`src/shared/ibd_defines.vh`:
```
/* Offsets, fields, resets, codes and counts of the device port.
   Assumes inclusion by the design file; definitions only. */
`ifndef IBD_DEFINES_VH
`define IBD_DEFINES_VH

// Register byte offsets
`define IBD_REG_CTRL      8'h00
`define IBD_REG_ADDR      8'h04
`define IBD_REG_STATE     8'h08
`define IBD_REG_TXDATA    8'h0c
`define IBD_REG_RXDATA    8'h10
`define IBD_REG_SPOLL     8'h14
`define IBD_REG_IRQSTAT   8'h18
`define IBD_REG_IRQMASK   8'h1c
`define IBD_REG_PANEL     8'h20

// Control register fields; address register reset value and maximum
`define IBD_CTRL_ENABLE   0
`define IBD_CTRL_TALKONLY 1
`define IBD_ADDR_RESET    5'h01
`define IBD_ADDR_MAX      5'h1e

// State register fields
`define IBD_ST_TALKER     0
`define IBD_ST_LISTENER   1
`define IBD_ST_REMOTE     2
`define IBD_ST_LOCKOUT    3
`define IBD_ST_SPOLL      4
`define IBD_ST_SRQ        5
`define IBD_ST_RXVALID    6
`define IBD_ST_TXBUSY     7

// Status byte field that requests service
`define IBD_SPOLL_RSV     6
// Transmit register field marking the last byte
`define IBD_TX_EOI        8

// Interrupt status and mask fields
`define IBD_IRQ_RXBYTE    0
`define IBD_IRQ_TXDONE    1
`define IBD_IRQ_OUTDUE    2
`define IBD_IRQ_DEVCLR    3
`define IBD_IRQ_TRIGGER   4
`define IBD_IRQ_REMOTE    5
`define IBD_IRQ_WIDTH     6

// Commands, taken with attention asserted
`define IBD_CMD_GTL       8'h01
`define IBD_CMD_SDC       8'h04
`define IBD_CMD_GET       8'h08
`define IBD_CMD_LLO       8'h11
`define IBD_CMD_DCL       8'h14
`define IBD_CMD_SPE       8'h18
`define IBD_CMD_SPD       8'h19
`define IBD_CMD_LISTEN    3'b001
`define IBD_CMD_TALK      3'b010
`define IBD_CMD_UNL       8'h3f
`define IBD_CMD_UNT       8'h5f

// Output data request, as listener data
`define IBD_ODR_CHAR0     8'h4f
`define IBD_ODR_CHAR1     8'h44

// Data settles 2 us before dav; count at 40 MHz
`define IBD_SETTLE_CYC    8'h50

`endif

```
`src/ibd_device_port.v`:
```
/*
 * Instrument bus device port with
 * Wishbone registers and one interrupt.
 *
 * Assumes bus pins arrive async in true
 * logic, an outside driver stage that
 * pulls a line while its enable is high,
 * and panel strobes on clk.
 */
// The register offsets and the Wishbone slave port were left to the implementer.
//
// Behaviour
// - Bus address 0 to 30 for talker and listener; talk-only selectable.
// - Bus address resets to 1.
// - Full source and acceptor three-wire byte handshakes.
// - Talker sends, answers serial polls, untalks on own listen address.
// - Listener receives, unlistens on own talk address; no listen-only.
// - Service request asserted; status byte reported on serial poll.
// - No parallel poll response and no controller function.
// - Remote enable moves the device from local to remote.
// - Go-to-local in remote returns the device to local.
// - In remote only the local key works, unless locked out.
// - Local lockout disables the local key.
// - Interface clear drops talker and listener addressed states.
// - Device clear flushes buffers and errors; setup kept.
// - Group trigger while holding a sample refreshes the display.
// - Addressable mode sends data after an output data request.
// - Talk-only sends data each display update; controller ignored.
// - Interface comes up disabled until switched on.
// - Talker can send setup, status byte and error codes.
`include "ibd_defines.vh"
`default_nettype none

module ibd_device_port (
    // Clock and reset
    input  wire        clk,
    input  wire        rst,
    // Wishbone classic slave
    input  wire        wb_cyc_i,
    input  wire        wb_stb_i,
    input  wire        wb_we_i,
    input  wire [7:0]  wb_adr_i,
    input  wire [3:0]  wb_sel_i,
    input  wire [31:0] wb_dat_i,
    output reg  [31:0] wb_dat_o,
    output reg         wb_ack_o,
    output wire        irq,
    // Bus data lines
    input  wire [7:0]  dioIn,
    output reg  [7:0]  dioOut,
    output reg         dioOe,
    // Bus handshake and management lines
    input  wire        davIn,
    output reg         davOut,
    output reg         davOe,
    input  wire        nrfdIn,
    output reg         nrfdOut,
    output reg         nrfdOe,
    input  wire        ndacIn,
    output reg         ndacOut,
    output reg         ndacOe,
    input  wire        eoiIn,
    output reg         eoiOut,
    output reg         eoiOe,
    output reg         srqOut,
    output reg         srqOe,
    input  wire        atnIn,
    input  wire        ifcIn,
    input  wire        renIn,
    // Front panel and display
    input  wire        localKey,
    input  wire        displayTick,
    input  wire        sampleHold,
    output reg         panelKeysEnabled,
    output reg         displayRefresh
);

    localparam [3:0] SRC_IDLE   = 4'h1;
    localparam [3:0] SRC_SETTLE = 4'h2;
    localparam [3:0] SRC_DAV    = 4'h4;
    localparam [3:0] SRC_END    = 4'h8;
    localparam [2:0] ACC_READY  = 3'h1;
    localparam [2:0] ACC_TAKE   = 3'h2;
    localparam [2:0] ACC_WAIT   = 3'h4;
    localparam [7:0] SETTLE_CYC = `IBD_SETTLE_CYC;

    // Command byte is our address of the given kind
    function addrHit;
        input [7:0] cmd;
        input [2:0] kind;
        input [4:0] mine;
        begin
            addrHit = (cmd[7:5] == kind) && (cmd[4:0] == mine);
        end
    endfunction

    // Two-flop synchronisers; stage one is read only by stage two
    reg [14:0] syncA;
    reg [14:0] syncB;
    always @(posedge clk) begin
        syncA <= {dioIn, davIn, nrfdIn, ndacIn, eoiIn, atnIn, ifcIn, renIn};
        syncB <= syncA;
    end
    wire [7:0] dioS  = syncB[14:7];
    wire       davS  = syncB[6];
    wire       nrfdS = syncB[5];
    wire       ndacS = syncB[4];
    wire       eoiS  = syncB[3];
    wire       atnS  = syncB[2];
    wire       ifcS  = syncB[1];
    wire       renS  = syncB[0];

    // Registers
    reg        enable;
    reg        talkOnly;
    reg [4:0]  busAddr;
    reg [7:0]  spollByte;
    reg [8:0]  txData;
    reg        txValid;
    reg [7:0]  rxData;
    reg        rxValid;
    reg [5:0]  irqStat;
    reg [5:0]  irqMask;
    // Interface state
    reg        talker;
    reg        listener;
    reg        remote;
    reg        lockout;
    reg        spollMode;
    reg        odrSeen;
    reg [3:0]  srcState;
    reg [2:0]  accState;
    reg [7:0]  settleCnt;
    reg        srcSpoll;
    // Event strobes of this cycle
    reg [5:0]  evt;

    wire busReq   = wb_cyc_i && wb_stb_i && !wb_ack_o;
    wire busWrite = busReq && wb_we_i && wb_sel_i[0];
    wire controlled = enable && !talkOnly;
    wire talkActive = enable && (talkOnly || (talker && !atnS));
    wire accActive  = controlled && (atnS || listener);
    wire canAccept  = atnS || !rxValid;
    wire srcHasByte = (spollMode && talker) || txValid;

    // Acceptor handshake and command decode
    reg [7:0] cmd;
    always @(posedge clk) begin
        if (rst || !accActive) begin
            accState <= ACC_READY;
        end else begin
            case (accState)
                ACC_READY: if (davS && canAccept) accState <= ACC_TAKE;
                ACC_TAKE:  accState <= ACC_WAIT;
                ACC_WAIT:  if (!davS) accState <= ACC_READY;
                default:   accState <= ACC_READY;
            endcase
        end
    end
    wire accTake = accActive && (accState == ACC_READY) && davS && canAccept;

    always @* begin
        cmd = dioS;
    end

    wire panelKeyOk = localKey && remote && !lockout;
    wire devClear = accTake && atnS &&
                    ((cmd == `IBD_CMD_DCL) ||
                     (cmd == `IBD_CMD_SDC && listener));
    wire srcDone = (srcState == SRC_DAV) && ndacS;

    always @(posedge clk) begin
        if (rst) begin
            talker    <= 1'b0;
            listener  <= 1'b0;
            remote    <= 1'b0;
            lockout   <= 1'b0;
            spollMode <= 1'b0;
            odrSeen   <= 1'b0;
            rxData    <= 8'h00;
            rxValid   <= 1'b0;
            displayRefresh <= 1'b0;
            evt       <= 6'h00;
        end else begin
            evt <= 6'h00;
            displayRefresh <= 1'b0;
            if (busReq && !wb_we_i && wb_adr_i == `IBD_REG_RXDATA)
                rxValid <= 1'b0;
            if (!controlled || ifcS) begin
                talker    <= 1'b0;
                listener  <= 1'b0;
                spollMode <= 1'b0;
            end else if (accTake && atnS) begin
                if (addrHit(cmd, `IBD_CMD_LISTEN, busAddr)) begin
                    listener <= 1'b1;
                    talker   <= 1'b0;
                    if (renS && !remote) begin
                        remote <= 1'b1;
                        evt[`IBD_IRQ_REMOTE] <= 1'b1;
                    end
                end else if (addrHit(cmd, `IBD_CMD_TALK, busAddr)) begin
                    talker   <= 1'b1;
                    listener <= 1'b0;
                end else if (cmd == `IBD_CMD_UNL) begin
                    listener <= 1'b0;
                end else if (cmd == `IBD_CMD_UNT) begin
                    talker <= 1'b0;
                end else if (cmd == `IBD_CMD_SPE) begin
                    spollMode <= 1'b1;
                end else if (cmd == `IBD_CMD_SPD) begin
                    spollMode <= 1'b0;
                end else if (cmd == `IBD_CMD_LLO) begin
                    lockout <= 1'b1;
                end else if (cmd == `IBD_CMD_GTL && listener && remote) begin
                    remote <= 1'b0;
                    evt[`IBD_IRQ_REMOTE] <= 1'b1;
                end else if (cmd == `IBD_CMD_GET && listener) begin
                    evt[`IBD_IRQ_TRIGGER] <= 1'b1;
                    displayRefresh <= sampleHold;
                end
                // Parallel poll commands fall through unanswered
            end
            if (accTake && !atnS) begin
                rxData  <= cmd;
                rxValid <= 1'b1;
                evt[`IBD_IRQ_RXBYTE] <= 1'b1;
                odrSeen <= (cmd == `IBD_ODR_CHAR0);
                if (odrSeen && cmd == `IBD_ODR_CHAR1)
                    evt[`IBD_IRQ_OUTDUE] <= 1'b1;
            end
            if (devClear) begin
                rxValid <= 1'b0;
                odrSeen <= 1'b0;
                evt[`IBD_IRQ_DEVCLR] <= 1'b1;
            end
            if (enable && talkOnly && displayTick)
                evt[`IBD_IRQ_OUTDUE] <= 1'b1;
            if (srcDone)
                evt[`IBD_IRQ_TXDONE] <= 1'b1;
            if (!renS || !controlled) begin
                lockout <= 1'b0;
                if (remote)
                    evt[`IBD_IRQ_REMOTE] <= 1'b1;
                remote <= 1'b0;
            end else if (panelKeyOk) begin
                remote <= 1'b0;
                evt[`IBD_IRQ_REMOTE] <= 1'b1;
            end
        end
    end

    // Source handshake
    always @(posedge clk) begin
        if (rst || !talkActive || devClear) begin
            srcState  <= SRC_IDLE;
            settleCnt <= 8'h00;
            srcSpoll  <= 1'b0;
            dioOut    <= 8'h00;
            eoiOut    <= 1'b0;
        end else begin
            case (srcState)
                SRC_IDLE: if (srcHasByte) begin
                    srcSpoll  <= spollMode && talker;
                    if (spollMode && talker) begin
                        dioOut <= spollByte;
                        eoiOut <= 1'b0;
                    end else begin
                        dioOut <= txData[7:0];
                        eoiOut <= txData[`IBD_TX_EOI];
                    end
                    settleCnt <= SETTLE_CYC;
                    srcState  <= SRC_SETTLE;
                end
                SRC_SETTLE: begin
                    if (settleCnt != 8'h00)
                        settleCnt <= settleCnt - 8'h01;
                    else if (!nrfdS && !ndacS)
                        srcState <= SRC_DAV;
                end
                SRC_DAV:  if (ndacS) srcState <= SRC_END;
                SRC_END:  if (!ndacS || !nrfdS) srcState <= SRC_IDLE;
                default:  srcState <= SRC_IDLE;
            endcase
        end
    end

    // Pin drive; lines are released while the interface is off
    always @(posedge clk) begin
        if (rst) begin
            dioOe   <= 1'b0;
            davOut  <= 1'b0;
            davOe   <= 1'b0;
            nrfdOut <= 1'b0;
            nrfdOe  <= 1'b0;
            ndacOut <= 1'b0;
            ndacOe  <= 1'b0;
            eoiOe   <= 1'b0;
            srqOut  <= 1'b0;
            srqOe   <= 1'b0;
        end else begin
            dioOe   <= talkActive && (srcState != SRC_IDLE);
            eoiOe   <= talkActive && (srcState != SRC_IDLE) && eoiOut;
            davOut  <= talkActive && (srcState == SRC_DAV);
            davOe   <= talkActive && (srcState == SRC_DAV);
            nrfdOut <= accActive && !(accState == ACC_READY && canAccept);
            nrfdOe  <= accActive && !(accState == ACC_READY && canAccept);
            ndacOut <= accActive && (accState == ACC_READY);
            ndacOe  <= accActive && (accState == ACC_READY);
            srqOut  <= controlled && spollByte[`IBD_SPOLL_RSV];
            srqOe   <= controlled && spollByte[`IBD_SPOLL_RSV];
        end
    end

    // Register writes; hardware set wins over software clear
    always @(posedge clk) begin
        if (rst) begin
            enable    <= 1'b0;
            talkOnly  <= 1'b0;
            busAddr   <= `IBD_ADDR_RESET;
            spollByte <= 8'h00;
            txData    <= 9'h000;
            txValid   <= 1'b0;
            irqStat   <= 6'h00;
            irqMask   <= 6'h00;
        end else begin
            if (busWrite) begin
                if (wb_adr_i == `IBD_REG_CTRL) begin
                    enable   <= wb_dat_i[`IBD_CTRL_ENABLE];
                    talkOnly <= wb_dat_i[`IBD_CTRL_TALKONLY];
                end else if (wb_adr_i == `IBD_REG_ADDR) begin
                    if (wb_dat_i[4:0] <= `IBD_ADDR_MAX)
                        busAddr <= wb_dat_i[4:0];
                end else if (wb_adr_i == `IBD_REG_TXDATA) begin
                    if (!txValid) begin
                        txData  <= wb_dat_i[8:0];
                        txValid <= 1'b1;
                    end
                end else if (wb_adr_i == `IBD_REG_SPOLL) begin
                    spollByte <= wb_dat_i[7:0];
                end else if (wb_adr_i == `IBD_REG_IRQMASK) begin
                    irqMask <= wb_dat_i[5:0];
                end
            end
            if (busWrite && wb_adr_i == `IBD_REG_IRQSTAT)
                irqStat <= (irqStat & ~wb_dat_i[5:0]) | evt;
            else
                irqStat <= irqStat | evt;
            if (srcDone && !srcSpoll)
                txValid <= 1'b0;
            if (srcDone && srcSpoll)
                spollByte[`IBD_SPOLL_RSV] <= 1'b0;
            if (devClear)
                txValid <= 1'b0;
        end
    end

    // Register reads; one-cycle ack, unmapped addresses read zero
    always @(posedge clk) begin
        if (rst) begin
            wb_ack_o <= 1'b0;
            wb_dat_o <= 32'h00000000;
            panelKeysEnabled <= 1'b1;
        end else begin
            wb_ack_o <= busReq;
            panelKeysEnabled <= !remote;
            if (busReq && !wb_we_i) begin
                if (wb_adr_i == `IBD_REG_CTRL)
                    wb_dat_o <= {30'h0, talkOnly, enable};
                else if (wb_adr_i == `IBD_REG_ADDR)
                    wb_dat_o <= {27'h0, busAddr};
                else if (wb_adr_i == `IBD_REG_STATE)
                    wb_dat_o <= {24'h0, txValid, rxValid, srqOut,
                                 spollMode, lockout, remote, listener,
                                 talker};
                else if (wb_adr_i == `IBD_REG_TXDATA)
                    wb_dat_o <= {23'h0, txData};
                else if (wb_adr_i == `IBD_REG_RXDATA)
                    wb_dat_o <= {24'h0, rxData};
                else if (wb_adr_i == `IBD_REG_SPOLL)
                    wb_dat_o <= {24'h0, spollByte};
                else if (wb_adr_i == `IBD_REG_IRQSTAT)
                    wb_dat_o <= {26'h0, irqStat};
                else if (wb_adr_i == `IBD_REG_IRQMASK)
                    wb_dat_o <= {26'h0, irqMask};
                else
                    wb_dat_o <= 32'h00000000;
            end
        end
    end

    assign irq = |(irqStat & irqMask);

endmodule

`default_nettype wire

```
`config.mk`:
```
export PLATFORM = sky130hd
export DESIGN_NAME = ibd_device_port
export DESIGN_NICKNAME = d
export VERILOG_FILES = /design/src/ibd_device_port.v
export VERILOG_INCLUDE_DIRS = /design/src /design/src/shared
export SDC_FILE = /design/constraint.sdc
export NUM_CORES = 1
export LEC_CHECK = 0
export BUFFER_PORTS_ARGS = -buffer_cell sky130_fd_sc_hd__buf_2
export CELL_PAD_IN_SITES_DETAIL_PLACEMENT = 0
export CELL_PAD_IN_SITES_GLOBAL_PLACEMENT = 1
export CORE_MARGIN = 8
export CORE_UTILIZATION = 35
export CTS_CLUSTER_SIZE = 30
export DETAILED_ROUTE_END_ITERATION = 10
export PLACE_DENSITY = 0.75
export SETUP_SLACK_MARGIN = 0.05
export SYNTH_ARGS = -nofsm -noshare
export SYNTH_HDL_FRONTEND = slang
export SYNTH_SLANG_ARGS = --single-unit
```
`constraint.sdc`:
```
create_clock -name clk -period 5.2 [get_ports clk]
set_input_delay 0.26 -clock clk [delete_from_list [all_inputs] [get_ports clk]]
set_output_delay 0.26 -clock clk [all_outputs]
set_load 0.005 [all_outputs]
```
Word-level counts from Yosys, hierarchy flattened. Index checks and enable logic that the tools add are counted.

Flip-flop bits (word level): 154. Input port bits: 67. Output and inout bits: 55. Word-level logic and storage cells: 268.

Add/sub/neg operators: 1. Magnitude comparators: 1. Equal/unequal tests: 45. Muxes and demuxes: 66. Bitwise logic cells: 19. Reductions and logical operators: 99.

Operators by type and width (count): 8-bit by 5-bit == test with 1-bit output (second input constant) (8); 1-bit logical AND (41); 8-bit two-way mux (5); 1-bit two-way mux (36); 9-bit two-way mux (4); 2-bit inequality test (second input constant) (14); 8-bit by 4-bit == test with 1-bit output (second input constant) (3); 8-bit by 7-bit == test with 1-bit output (second input constant) (3); 4-bit two-way mux (5); 6-bit two-way mux (3); 8-bit by 3-bit == test with 1-bit output (second input constant) (2); 2-bit two-way mux (8); 4-bit one-hot mux with 4 select lines (1); 8-bit one-hot mux with 2 select lines (1); 1-bit zero test (15); 5-bit AND reduction (3); 1-bit NOT (14); 6-bit bitwise AND (2); 6-bit OR (2); 6-bit AND reduction (2); 12-bit OR reduction (1); 1-bit logical OR (11); 11-bit OR reduction (1); 10-bit AND reduction (1); 29 further kinds (45).

Logic depth before layout (Yosys ltp). Gate-level depths: netlist of the first run.

Depth in word-level cells: 15. Mapped depth: 7.

Least setup slack after synthesis of the first run. OpenSTA, ideal clock, no wires.

Path type: reg2reg. Start point: reg srcState[3]. End point: reg settleCnt[3]. Setup time: 0.132 ns. Arrival: 1.542 ns. Path slack: 3.527 ns. Cell stages (with the launch flop): 6. Clock period less this slack: 1.673 ns. Cells stage by stage: dfxtp_1 or4b_4 o2111a_1 nor3b_2 xnor2_1 nor3_1.

Word-level cells in the longest chain between the ends: 3. Elaborated cells on any way between the ends: 7. Those cells by class: 4 x eq/ne; 1 x mux; 2 x reduce/logical.

RTL lines: from (decl) (line ibd_device_port.v:131) `reg [3:0] srcState;`; from (signal assigned) (line ibd_device_port.v:255) `srcState <= SRC_IDLE;`; from (signal assigned) (line ibd_device_port.v:272) `srcState <= SRC_SETTLE;`; from (signal assigned) (line ibd_device_port.v:278) `srcState <= SRC_DAV;`; 4-bit by 2-bit == test with 1-bit output or 4-bit by 1-bit == test with 1-bit output (tied branches) (line ibd_device_port.v:261) `case (srcState)`; 2-bit inequality test (no line) or 2-bit nonzero test (tied branches); 3-bit AND reduction (no line); to (signal assigned) (line ibd_device_port.v:276) `settleCnt <= settleCnt - 8'h01;`; to (decl) (line ibd_device_port.v:133) `reg [7:0] settleCnt;`.

Parallel ways exist; a longest one is shown, timed or not. A chain may end at the register's enable or synchronous reset.

Worst setup path after layout of the first run.
Start point: reg enable. End point: reg evt[2].

Word-level cells in the longest chain between the ends: 8. Elaborated cells on any way between the ends: 10. Those cells by class: 2 x mux; 8 x reduce/logical.

RTL lines: from (decl) (line ibd_device_port.v:114) `reg enable;`; from (signal assigned) (line ibd_device_port.v:328) `` enable <= wb_dat_i[`IBD_CTRL_ENABLE]; ``; 1-bit logical AND (line ibd_device_port.v:140) `wire controlled = enable && !talkOnly;`; 1-bit logical AND (line ibd_device_port.v:142) `wire accActive = controlled && (atnS || listener);`; 1-bit logical AND (3 in series) (line ibd_device_port.v:160) `wire accTake = accActive && (accState == ACC_READY) && davS && canAccept;`; 1-bit logical AND (line ibd_device_port.v:223) `if (accTake && !atnS) begin`; 1-bit two-way mux (line ibd_device_port.v:223); 1-bit two-way mux * (line ibd_device_port.v:236) `if (enable && talkOnly && displayTick)`; to (signal, indexed assignment) (line ibd_device_port.v:226) `` evt[`IBD_IRQ_RXBYTE] <= 1'b1; ``; to (signal, indexed assignment) (line ibd_device_port.v:237) `` evt[`IBD_IRQ_OUTDUE] <= 1'b1; ``; to (signal, indexed assignment) (line ibd_device_port.v:239) `` evt[`IBD_IRQ_TXDONE] <= 1'b1; ``; to (decl) (line ibd_device_port.v:136) `reg [5:0] evt;`.

Mark *: on every way between the ends. The rest lies on a longest branch, timed or not.

==> impl_metrics.py, run 1 <==
metrics = {
    "setup_path": {
        "crit_fanout": 14,
        "cp-end-kind": "flop",
        "reg2reg_slack_ns": 3.05,
        "worst_r2r_path_depth": 5,
        "rr_endpoint": "evt[2]",
        "startpoint": "enable",
        "crit_path_end": "evt[2]",
        "setup.worst_path.class": "reg2reg",
        "crit_required_ns": 5.54,
        "worst_r2r_startpoint": "enable",
        "startpoint_type": "flop",
        "crit_arrival_ns": 2.50,
    },
    "power_and_ir_drop": {
        "power_density_mw_per_mm2": 341,
        "combPwrFrac": 0.038,
        "p_total_mw": 2.32,
        "p_int_mw": 1.81,
        "power_frac_seq": 0.438,
        "p_leak_nw": 2.69,
        "p_sw_uw": 501,
        "peakVddDrop_uv": 228,
        "swShare": 0.217,
        "clkPwrFrac": 0.524,
    },
    "yosys": {
        "yosysTopAreaCellShare": 0.459,
        "ys_types": 67,
        "ys_ff_latch": 129,
        "synth_area_leaders": "dfxtp_1 (46%), mux2i_1 (6.0%), nor2_1 (6.0%), buf_4 (4.0%), nand2_1 (4.0%)",
        "yosysMostFrequentCell": "dfxtp_1",
        "yosys_warnings": 0,
        "synthTopCellsByCount": "dfxtp_1 (129), nor2_1 (90), nand2_1 (60), mux2i_1 (34), a21oi_1 (33)",
        "netlist_instances": 618,
        "synth_area_leader_cell": "dfxtp_1",
        "netlist_area_mm2": 0.00563,
        "ys.flop_type": "dfxtp_1",
        "yosysSeqAreaShare": 0.459,
        "syn_avg_cell_area_um2": 9.11,
        "synth-edff-count": 0,
        "async_flop_share": 0,
    },
    "global_route": {
        "grt_max_degree": 67,
        "grt_use_total": 0.151,
        "grt_overflow": 0,
        "first_global_vias": 4536,
        "grt_pass1_wl_um": 24000,
        "grt_antenna_before_repair": 1,
    },
    "finish": {
        "instances_no_fill": 920,
        "postLayoutCoreUtil": 0.428,
        "fillers": 1573,
        "drive_above_1_share": 0.190,
        "antennaDiodeCount": 0,
        "final_nets": 760,
        "area_growth_pct": 20.5,
    },
    "clocking": {
        "clk_latency_ns": 0.41,
        "tritoncts": "built",
        "htree_levels": 4,
        "cts_made_buffers": 17,
        "cts.clk_slew.worst_paths_ns": 0.06,
        "clock_sinks": 129,
        "cts_buffer_depth": 2,
        "cts_root_buf": "clkbuf_16",
        "cts_setup_buffers": 0,
    },
    "timing": {
        "finalSetupTns_ns": 0,
        "period_needed_ns": 2.15,
        "worstMarginPinSlew_ns": 0.776,
        "fin_ws_ns": 3.05,
        "rsz0062_at_grt": "no",
        "finalSetupViolCount": 0,
        "slew_headroom": 0.481,
        "hold_viol_final": 0,
        "fmax_mhz": 465,
        "finalCritPeriodShare": 0.414,
        "finalMaxSlewViolations": 0,
        "clock-skew-final_ns": 0.0120,
    },
    "routing": {
        "routed_wl_um": 15000,
        "drt_iter0_drc": 355,
        "antenna_left": 0,
        "firstDrtPassIters": 5,
        "wl_per_cell_um": 16.3,
        "drc": 0,
        "via_count": 4694,
        "vias_per_cell": 5.10,
    },
    "placement": {
        "pre_cts_ws_ns": 3.00,
        "dpl.hpwl_um": 11200,
        "gp_congestion": 0.845,
        "dp.cells": 874,
        "portBuffers": 71,
    },
    "min_path": {
        "hold_class": "in2reg",
    },
    "floorplan": {
        "row_count": 46,
        "initial_utilization": 0.356,
        "io_pins": 122,
        "die_w_um": 143,
        "core_mm2": 0.0158,
        "die_y_um": 143,
        "dieArea_mm2": 0.0204,
    },
    "outcome": {
        "outcome": "finished, final reports clean",
    },
    "run": {
        "maxCapViolCount": 0,
    },
}
## worst min path at each step
| stage | cells past startpoint | end | slack [ns] | start |
|---|---|---|---|---|
| finish | 2 | displayRefresh | 0.06 | sampleHold |
| global route | 2 | displayRefresh | 0.05 | sampleHold |
| CTS | 2 | displayRefresh | 0.04 | sampleHold |
| global placement | 0 | syncB[1] | 0.31 | syncA[1] |
| floorplan | 0 | syncA[0] | 0.29 | renIn |
| detailed placement | 0 | syncB[1] | 0.31 | syncA[1] |
## critical path, stage by stage (launching register included)
cell and delay (ns):
dfxtp_1 0.43, nor2b_1 0.25, nand4_1 0.65, nor4_1 0.50
a31oi_1 0.12, nor2_1 0.12
## metrics by stage
step	hold slack (ns)	instance area, um^2
4_1_cts	0.0390	6780
2_1_floorplan	0.288	5710
6_report	0.0580	6780
3_5_place_dp	0.312	6030
5_1_grt	0.0514	6780
3_3_place_gp	0.313	6030
## state kept, by name (all words and copies together), names as in the netlist, 5 cells and up
name and cells:
syncA 14, syncB 14, txData 9, wb_dat_o 9, dioOut 8, rxData 8
settleCnt 8, spollByte 8, evt 6, irqMask 6, irqStat 6, busAddr 5
## cells in the final DEF (no fill, tap or decap), drive strengths merged, types with 8 or more instances in the layout
| cell type | Yosys | routed |
|---|---|---|
| a21oi | 33 | 33 |
| a311oi | 11 | 11 |
| buf | 38 | 74 |
| clkbuf | 18 | 19 |
| conb | 1 | 23 |
| dfxtp | 129 | 129 |
| dlygate4sd3 | 0 | 14 |
| inv | 12 | 12 |
| mux2i | 34 | 34 |
| nand2 | 60 | 60 |
| nand3 | 24 | 24 |
| nor2 | 92 | 92 |
| nor2b | 8 | 8 |
| nor3 | 19 | 19 |
| nor4 | 10 | 10 |
| o21ai | 13 | 13 |
| xor2 | 8 | 8 |
## cells by family after synthesis
kind of cell,count (synthesis),synth area share
compound gates,96,0.111
xor+xnor,13,0.0202
fa+ha+maj,2,0.00445
buf+inv,68,0.0669
flops,129,0.459
mux,43,0.0905
other cells,1,0.000666
simple gates,266,0.247
## power groups by stage
stage / logic, mW / registers (mW) / clock network [mW]
floorplan: 0.0581 / 1.03 / 0
global placement: 0.0770 / 1.04 / 0
detailed placement: 0.0790 / 1.04 / 0
CTS: 0.0872 / 1.01 / 1.24
global route: 0.0965 / 1.02 / 1.28
finish: 0.0877 / 1.01 / 1.21
## routing by layer
layer  GRT usage  vias up  routed length [um]  share of wire
li1            -     2287                   -              -
met1       0.191     2234                6710           0.45
met2       0.234      144                6980           0.46
met3      0.0404       27                 945          0.063
met4      0.0761        2                 362          0.024
met5           0        -                  13        0.00087
## timing repair
| item | in CTS | in global routing |
|---|---|---|
| resized for setup | 0 | 0 |
| endpoints found under the hold margin | 14 | 0 |
| hold buffers | 14 | 0 |
## area by class of cell
| cell class | count | area (um^2) | area share |
|---|---|---|---|
| Clock buffer | 19 | 453 | 0.0668 |
| Clock inverter | 13 | 161 | 0.0238 |
| Inverter | 12 | 45.0 | 0.00664 |
| Multi-Input combinational cell | 443 | 2750 | 0.406 |
| Sequential cell | 129 | 2580 | 0.381 |
| Tap cell | 216 | 270 | 0.0399 |
| Timing Repair Buffer | 88 | 518 | 0.0764 |
Note: power is estimated with default switching activity, not from simulation.
==> inputs of run 2 (changes only) <==
--- a/config.mk
+++ b/config.mk
@@ -13,7 +13,7 @@
 export CORE_UTILIZATION = 35
 export CTS_CLUSTER_SIZE = 30
 export DETAILED_ROUTE_END_ITERATION = 10
-export PLACE_DENSITY = 0.75
+export PLACE_DENSITY = 0.78
 export SETUP_SLACK_MARGIN = 0.05
 export SYNTH_ARGS = -nofsm -noshare
 export SYNTH_HDL_FRONTEND = slang
==> constraint.sdc (replaced) <==
create_clock -name clk -period 1.9 [get_ports clk]
set_input_delay 0.095 -clock clk [delete_from_list [all_inputs] [get_ports clk]]
set_output_delay 0.095 -clock clk [all_outputs]
set_load 0.005 [all_outputs]
==> run 2 against run 1 <==
  * Worst setup slack lost 2.9 ns
  * Combinational power grew to 3.1 times the previous value
  * Flip-flop and latch count is the same
  * Clock power grew to 3.2 times the previous value
  * Worst hold slack lost 0.031 ns
  * Design area grew 5.8%
  * Highest routed layer is now met4
==> impl_metrics.py, run 2 (same netlist as run 1, synthesis figures left out) <==
metrics = {
    "placement": {
        "portBuffers": 71,
        "dpl.hpwl_um": 11700,
        "place_area_mm2": 0.00622,
        "gp_congestion": 0.900,
    },
    "clocking": {
        "cts.clk_slew.worst_paths_ns": 0.05,
        "cts_made_buffers": 17,
        "clk_latency_ns": 0.41,
        "cts_buffer_depth": 2,
        "tritoncts": "built",
        "clock_sinks": 129,
        "cts_root_buf": "clkbuf_16",
        "htree_levels": 4,
    },
    "power_and_ir_drop": {
        "p_total_mw": 6.92,
        "combPwrFrac": 0.039,
        "power_frac_seq": 0.401,
        "power_density_mw_per_mm2": 964,
        "swShare": 0.192,
        "p_sw_mw": 1.33,
        "p_int_mw": 5.59,
        "clkPwrFrac": 0.560,
        "peakVddDrop_uv": 574,
        "p_leak_nw": 2.92,
    },
    "routing": {
        "vias_per_cell": 5.06,
        "via_count": 4818,
        "wl_per_cell_um": 16.2,
        "drt_iter0_drc": 431,
        "firstDrtPassIters": 5,
        "antenna_left": 0,
        "drc": 0,
        "routed_wl_um": 15500,
    },
    "floorplan": {
        "core_mm2": 0.0158,
        "io_pins": 122,
        "row_count": 46,
        "die_y_um": 143,
        "dieArea_mm2": 0.0204,
        "die_w_um": 143,
        "initial_utilization": 0.356,
    },
    "timing": {
        "slew_headroom": 0.633,
        "fmax_mhz": 573,
        "whs_ns": 0.0269,
        "finalCritPeriodShare": 0.919,
        "hold_viol_final": 0,
        "period_needed_ns": 1.75,
        "finalSetupViolCount": 0,
        "finalSetupTns_ns": 0,
        "rsz0062_at_grt": "no",
        "worstMarginPinSlew_ns": 0.544,
        "clock-skew-final_ns": 0.00752,
        "finalMaxSlewViolations": 0,
    },
    "global_route": {
        "grt_overflow": 0,
        "grt_use_total": 0.154,
        "grt_pass1_wl_um": 24300,
        "grt_max_degree": 40,
        "grt_antenna_before_repair": 0,
        "first_global_vias": 4667,
    },
    "finish": {
        "antennaDiodeCount": 0,
        "final_cell_mix": "dfxtp_1 (129), nor2_1 (90), buf_2 (71)",
        "area_growth_pct": 27.5,
        "fin_area_mm2": 0.00718,
        "drive_above_1_share": 0.217,
        "reg.largest.list": "syncA: 14 flops, syncB: 14 flops",
        "mostFrequentLayoutCell": "dfxtp_1",
        "final_nets": 793,
    },
    "setup_path": {
        "worst_r2r_path_depth": 6,
        "startpoint_type": "flop",
        "crit_required_ns": 2.26,
        "crit_arrival_ns": 2.11,
        "cp-end-kind": "flop",
        "worst_r2r_startpoint": "enable",
        "rr_endpoint": "displayRefresh",
        "crit_fanout": 8,
        "reg2reg_slack_ns": 0.15,
        "setup.worst_path.class": "reg2reg",
    },
    "min_path": {
        "hp-start": "rst",
        "holdPathEnd": "listener",
        "hold_class": "in2reg",
        "min_delay_path_depth": 3,
    },
    "outcome": {
        "outcome": "finished, final reports clean",
    },
    "run": {
        "maxCapViolCount": 0,
    },
}
==> run 2: changes by cell type in the layout (fill, tap and decap cells not counted), moves of 4 or more <==
cell           previous run  this run
buf_4                     3        27
bufinv_16                 3         7
clkinvlp_4                4         0
dlygate4sd3_1            14        21
==> run 2: what timing repair did <==
| item | in CTS | in global routing |
|---|---|---|
| gates resized for setup | 0 | 3 |
| setup endpoints to repair | 0 | 18 |
| hold endpoints to repair | 23 | 0 |
| hold buffers | 21 | 0 |
| setup buffers | 0 | 2 |
==> run 2: per-stage QoR <==
step                       util  cells  setup slack (ns)
final                     0.454    953             0.154
after CTS                 0.451    951            0.0774
after global routing      0.454    953            0.0514
after global placement    0.393    898             0.145
after detailed placement  0.393    898            0.0887
after floorplan               -    640             0.227
==> run 2: worst max path at each step <==
stage           startpoint              to  slack [ns]
2_1_floorplan  srcState[3]    settleCnt[3]        0.23
3_3_place_gp      wb_ack_o       txData[8]        0.15
3_5_place_dp      wb_ack_o       txData[0]        0.09
4_1_cts           wb_ack_o       txData[0]        0.08
5_1_grt             enable  displayRefresh        0.05
6_report            enable  displayRefresh        0.15
==> run 2: power groups by stage <==
stage,logic [mW],registers (mW),clock network (mW)
floorplan,0.159,2.82,0
global placement,0.231,2.83,0
detailed placement,0.235,2.83,0
CTS,0.269,2.77,3.94
global route,0.297,2.78,4.08
finish,0.272,2.77,3.87
==> run 2: critical path, cell delays in order, from the launching register on <==
cell and delay, ns:
dfxtp_1 0.44, nor2b_1 0.27, nand3_1 0.14, buf_4 0.18, nor4_1 0.37, buf_4 0.19
and2_1 0.11
==> run 2: final cells by class <==
class	instances	area, um^2
Inverter	12	45.0
Timing Repair Buffer	121	808
Clock buffer	23	488
Sequential cell	129	2580
Tap cell	216	270
Clock inverter	9	224
Multi-Input combinational cell	443	2760
Fill cell	1477	8650
==> run 2: metal layers <==
metal	GRT usage	vias to the layer above	wire length, um
li1	-	2360	-
met1	0.197	2250	6950
met2	0.237	180	7030
met3	0.0417	28	1120
met4	0.0677	0	385
met5	0	-	0
==> inputs of run 3 (changes only) <==
--- a/config.mk
+++ b/config.mk
@@ -13,7 +13,7 @@
 export CORE_UTILIZATION = 35
 export CTS_CLUSTER_SIZE = 30
 export DETAILED_ROUTE_END_ITERATION = 10
-export PLACE_DENSITY = 0.78
+export PLACE_DENSITY_LB_ADDON = 0.1
 export SETUP_SLACK_MARGIN = 0.05
 export SYNTH_ARGS = -nofsm -noshare
 export SYNTH_HDL_FRONTEND = slang
==> run 3 against run 2 <==
  * Maximum frequency down 0.31%
  * Wire length increased by 3.4%
  * Combinational power is 2% higher
  * Non-clock buffer count up 7
  * First-iteration DRC count is 16% lower
==> impl_metrics.py, run 3 (same netlist as run 1, synthesis figures left out) <==
metrics = {
    "floorplan": {
        "die_w_um": 143,
        "dieArea_mm2": 0.0204,
        "core_mm2": 0.0158,
        "row_count": 46,
        "initial_utilization": 0.356,
        "die_y_um": 143,
        "io_pins": 122,
    },
    "setup_path": {
        "setup.worst_path.class": "reg2reg",
        "crit_required_ns": 2.26,
        "cpPeakStageDelay_ns": 0.42,
        "cp_cell_sequence": "nand2b_1 -> nor3_1 -> nand3_1 -> nor4_1 -> buf_4 -> and2_1",
        "crit_fanout": 7,
        "startpoint_type": "flop",
        "critPathSlowestCell": "dfxtp_1",
        "cp-end-kind": "flop",
        "crit_arrival_ns": 2.11,
    },
    "routing": {
        "routed_wl_um": 16000,
        "via_count": 4761,
        "vias_per_cell": 4.96,
        "wl_per_cell_um": 16.7,
        "wl_met3_um": 1000,
        "wl_met2_um": 7360,
        "top_layer": "met4",
        "antenna_left": 0,
        "drc": 0,
        "wl_met1_um": 7400,
        "firstDrtPassIters": 5,
        "drt_iter0_drc": 364,
    },
    "finish": {
        "area_growth_pct": 26.3,
        "reg.largest.list": "syncA: 14 flops, syncB: 14 flops",
        "final_nets": 800,
        "final-seq-area_mm2": 0.00258,
        "final_cell_mix": "dfxtp_1 (128), nor2_1 (90), buf_2 (71)",
        "drive_above_1_share": 0.223,
        "mostFrequentLayoutCell": "dfxtp_1",
        "fillers": 1558,
        "antennaDiodeCount": 0,
        "multi_input_area_mm2": 0.00276,
        "fin_area_mm2": 0.00711,
    },
    "timing": {
        "finalMaxSlewViolations": 0,
        "hold_viol_final": 0,
        "finalSetupViolCount": 0,
        "fmax_mhz": 571,
        "finalSetupTns_ns": 0,
        "worstMarginPinSlew_ns": 0.548,
        "whs_ns": 0.0373,
        "clock-skew-final_ns": 0.00578,
        "period_needed_ns": 1.75,
        "rsz0062_at_grt": "no",
        "slew_headroom": 0.631,
        "finalCritPeriodShare": 0.922,
    },
    "clocking": {
        "cts_buffer_depth": 2,
        "clock_sinks": 129,
        "clk_latency_ns": 0.41,
        "cts_made_buffers": 17,
        "cts_root_buf": "clkbuf_16",
        "cts.clk_slew.worst_paths_ns": 0.06,
        "htree_levels": 4,
        "tritoncts": "built",
    },
    "global_route": {
        "grt_pass1_wl_um": 25400,
        "first_global_vias": 4676,
        "grt_use_total": 0.162,
        "grt_antenna_before_repair": 0,
        "grt_overflow": 0,
        "grt_max_degree": 38,
    },
    "outcome": {
        "outcome": "finished, final reports clean",
    },
    "placement": {
        "dpl.hpwl_um": 12100,
        "place_area_mm2": 0.00628,
        "portBuffers": 71,
        "gp_congestion": 0.836,
    },
    "min_path": {
        "hold_class": "in2reg",
    },
    "power_and_ir_drop": {
        "power_density_mw_per_mm2": 891,
        "peakVddDrop_uv": 573,
        "p_leak_nw": 2.89,
    },
    "run": {
        "maxCapViolCount": 0,
    },
}
run 3: changes by cell type in the layout (fill, tap and decap cells not counted), sizes merged:
cell         previous run  this run
clkinv                  2         5
bufinv                  7         3
buf                   100       106
dlygate4sd3            21        22
clkinvlp                0         2
clkbuf                 23        22
run 3: report_power, final:
| part | internal, mW | total [mW] | switching (mW) |
|---|---|---|---|
| logic | 0.118 | 0.278 | 0.160 |
| registers | 2.74 | 2.77 | 0.0290 |
| clock network | 2.12 | 3.28 | 1.16 |
run 3: through the flow:
stage	setup slack [ns]	cells	total power, mW	util
after floorplan	0.227	640	2.98	-
after global placement	0.125	906	3.07	0.397
after detailed placement	0.127	906	3.07	0.397
after CTS	0.122	960	6.42	0.448
after global routing	0.0577	960	6.57	0.449
final	0.149	960	6.33	0.449
run 3: worst max-delay path, delay by kind of cell, from the launching register on:
kind	cells	cell delay [ns]
buf+inv	1	0.18
flops	1	0.42
simple gates	5	1.09
run 3: final timing paths:
kind                    start             end  slack [ns]  cells past startpoint
setup / recovery     talkOnly  displayRefresh        0.15                      6
hold / removal    wb_dat_i[0]          enable        0.04                      3
setup reg to reg     talkOnly  displayRefresh        0.15                      6
hold reg to reg      syncA[8]        syncB[8]        0.32                      0
run 3: layout make-up:
type                            count  area share
Sequential cell                   129       0.364
Clock buffer                       22      0.0653
Inverter                           12     0.00634
Tap cell                          216      0.0380
Clock inverter                     10      0.0188
Timing Repair Buffer              128       0.120
Multi-Input combinational cell    443       0.388
run 3: repair_timing:
action | CTS | global route
setup endpoints to repair | 0 | 23
resized for setup | 0 | 3
hold endpoints to repair | 24 | 0
hold buffers | 22 | 0
setup buffers | 0 | 0
run 3: metal layers:
metal | vias up | GRT usage
li1 | 2364 | -
met1 | 2220 | 0.204
met2 | 155 | 0.259
met3 | 22 | 0.0434
met4 | 0 | 0.0582
met5 | - | 0
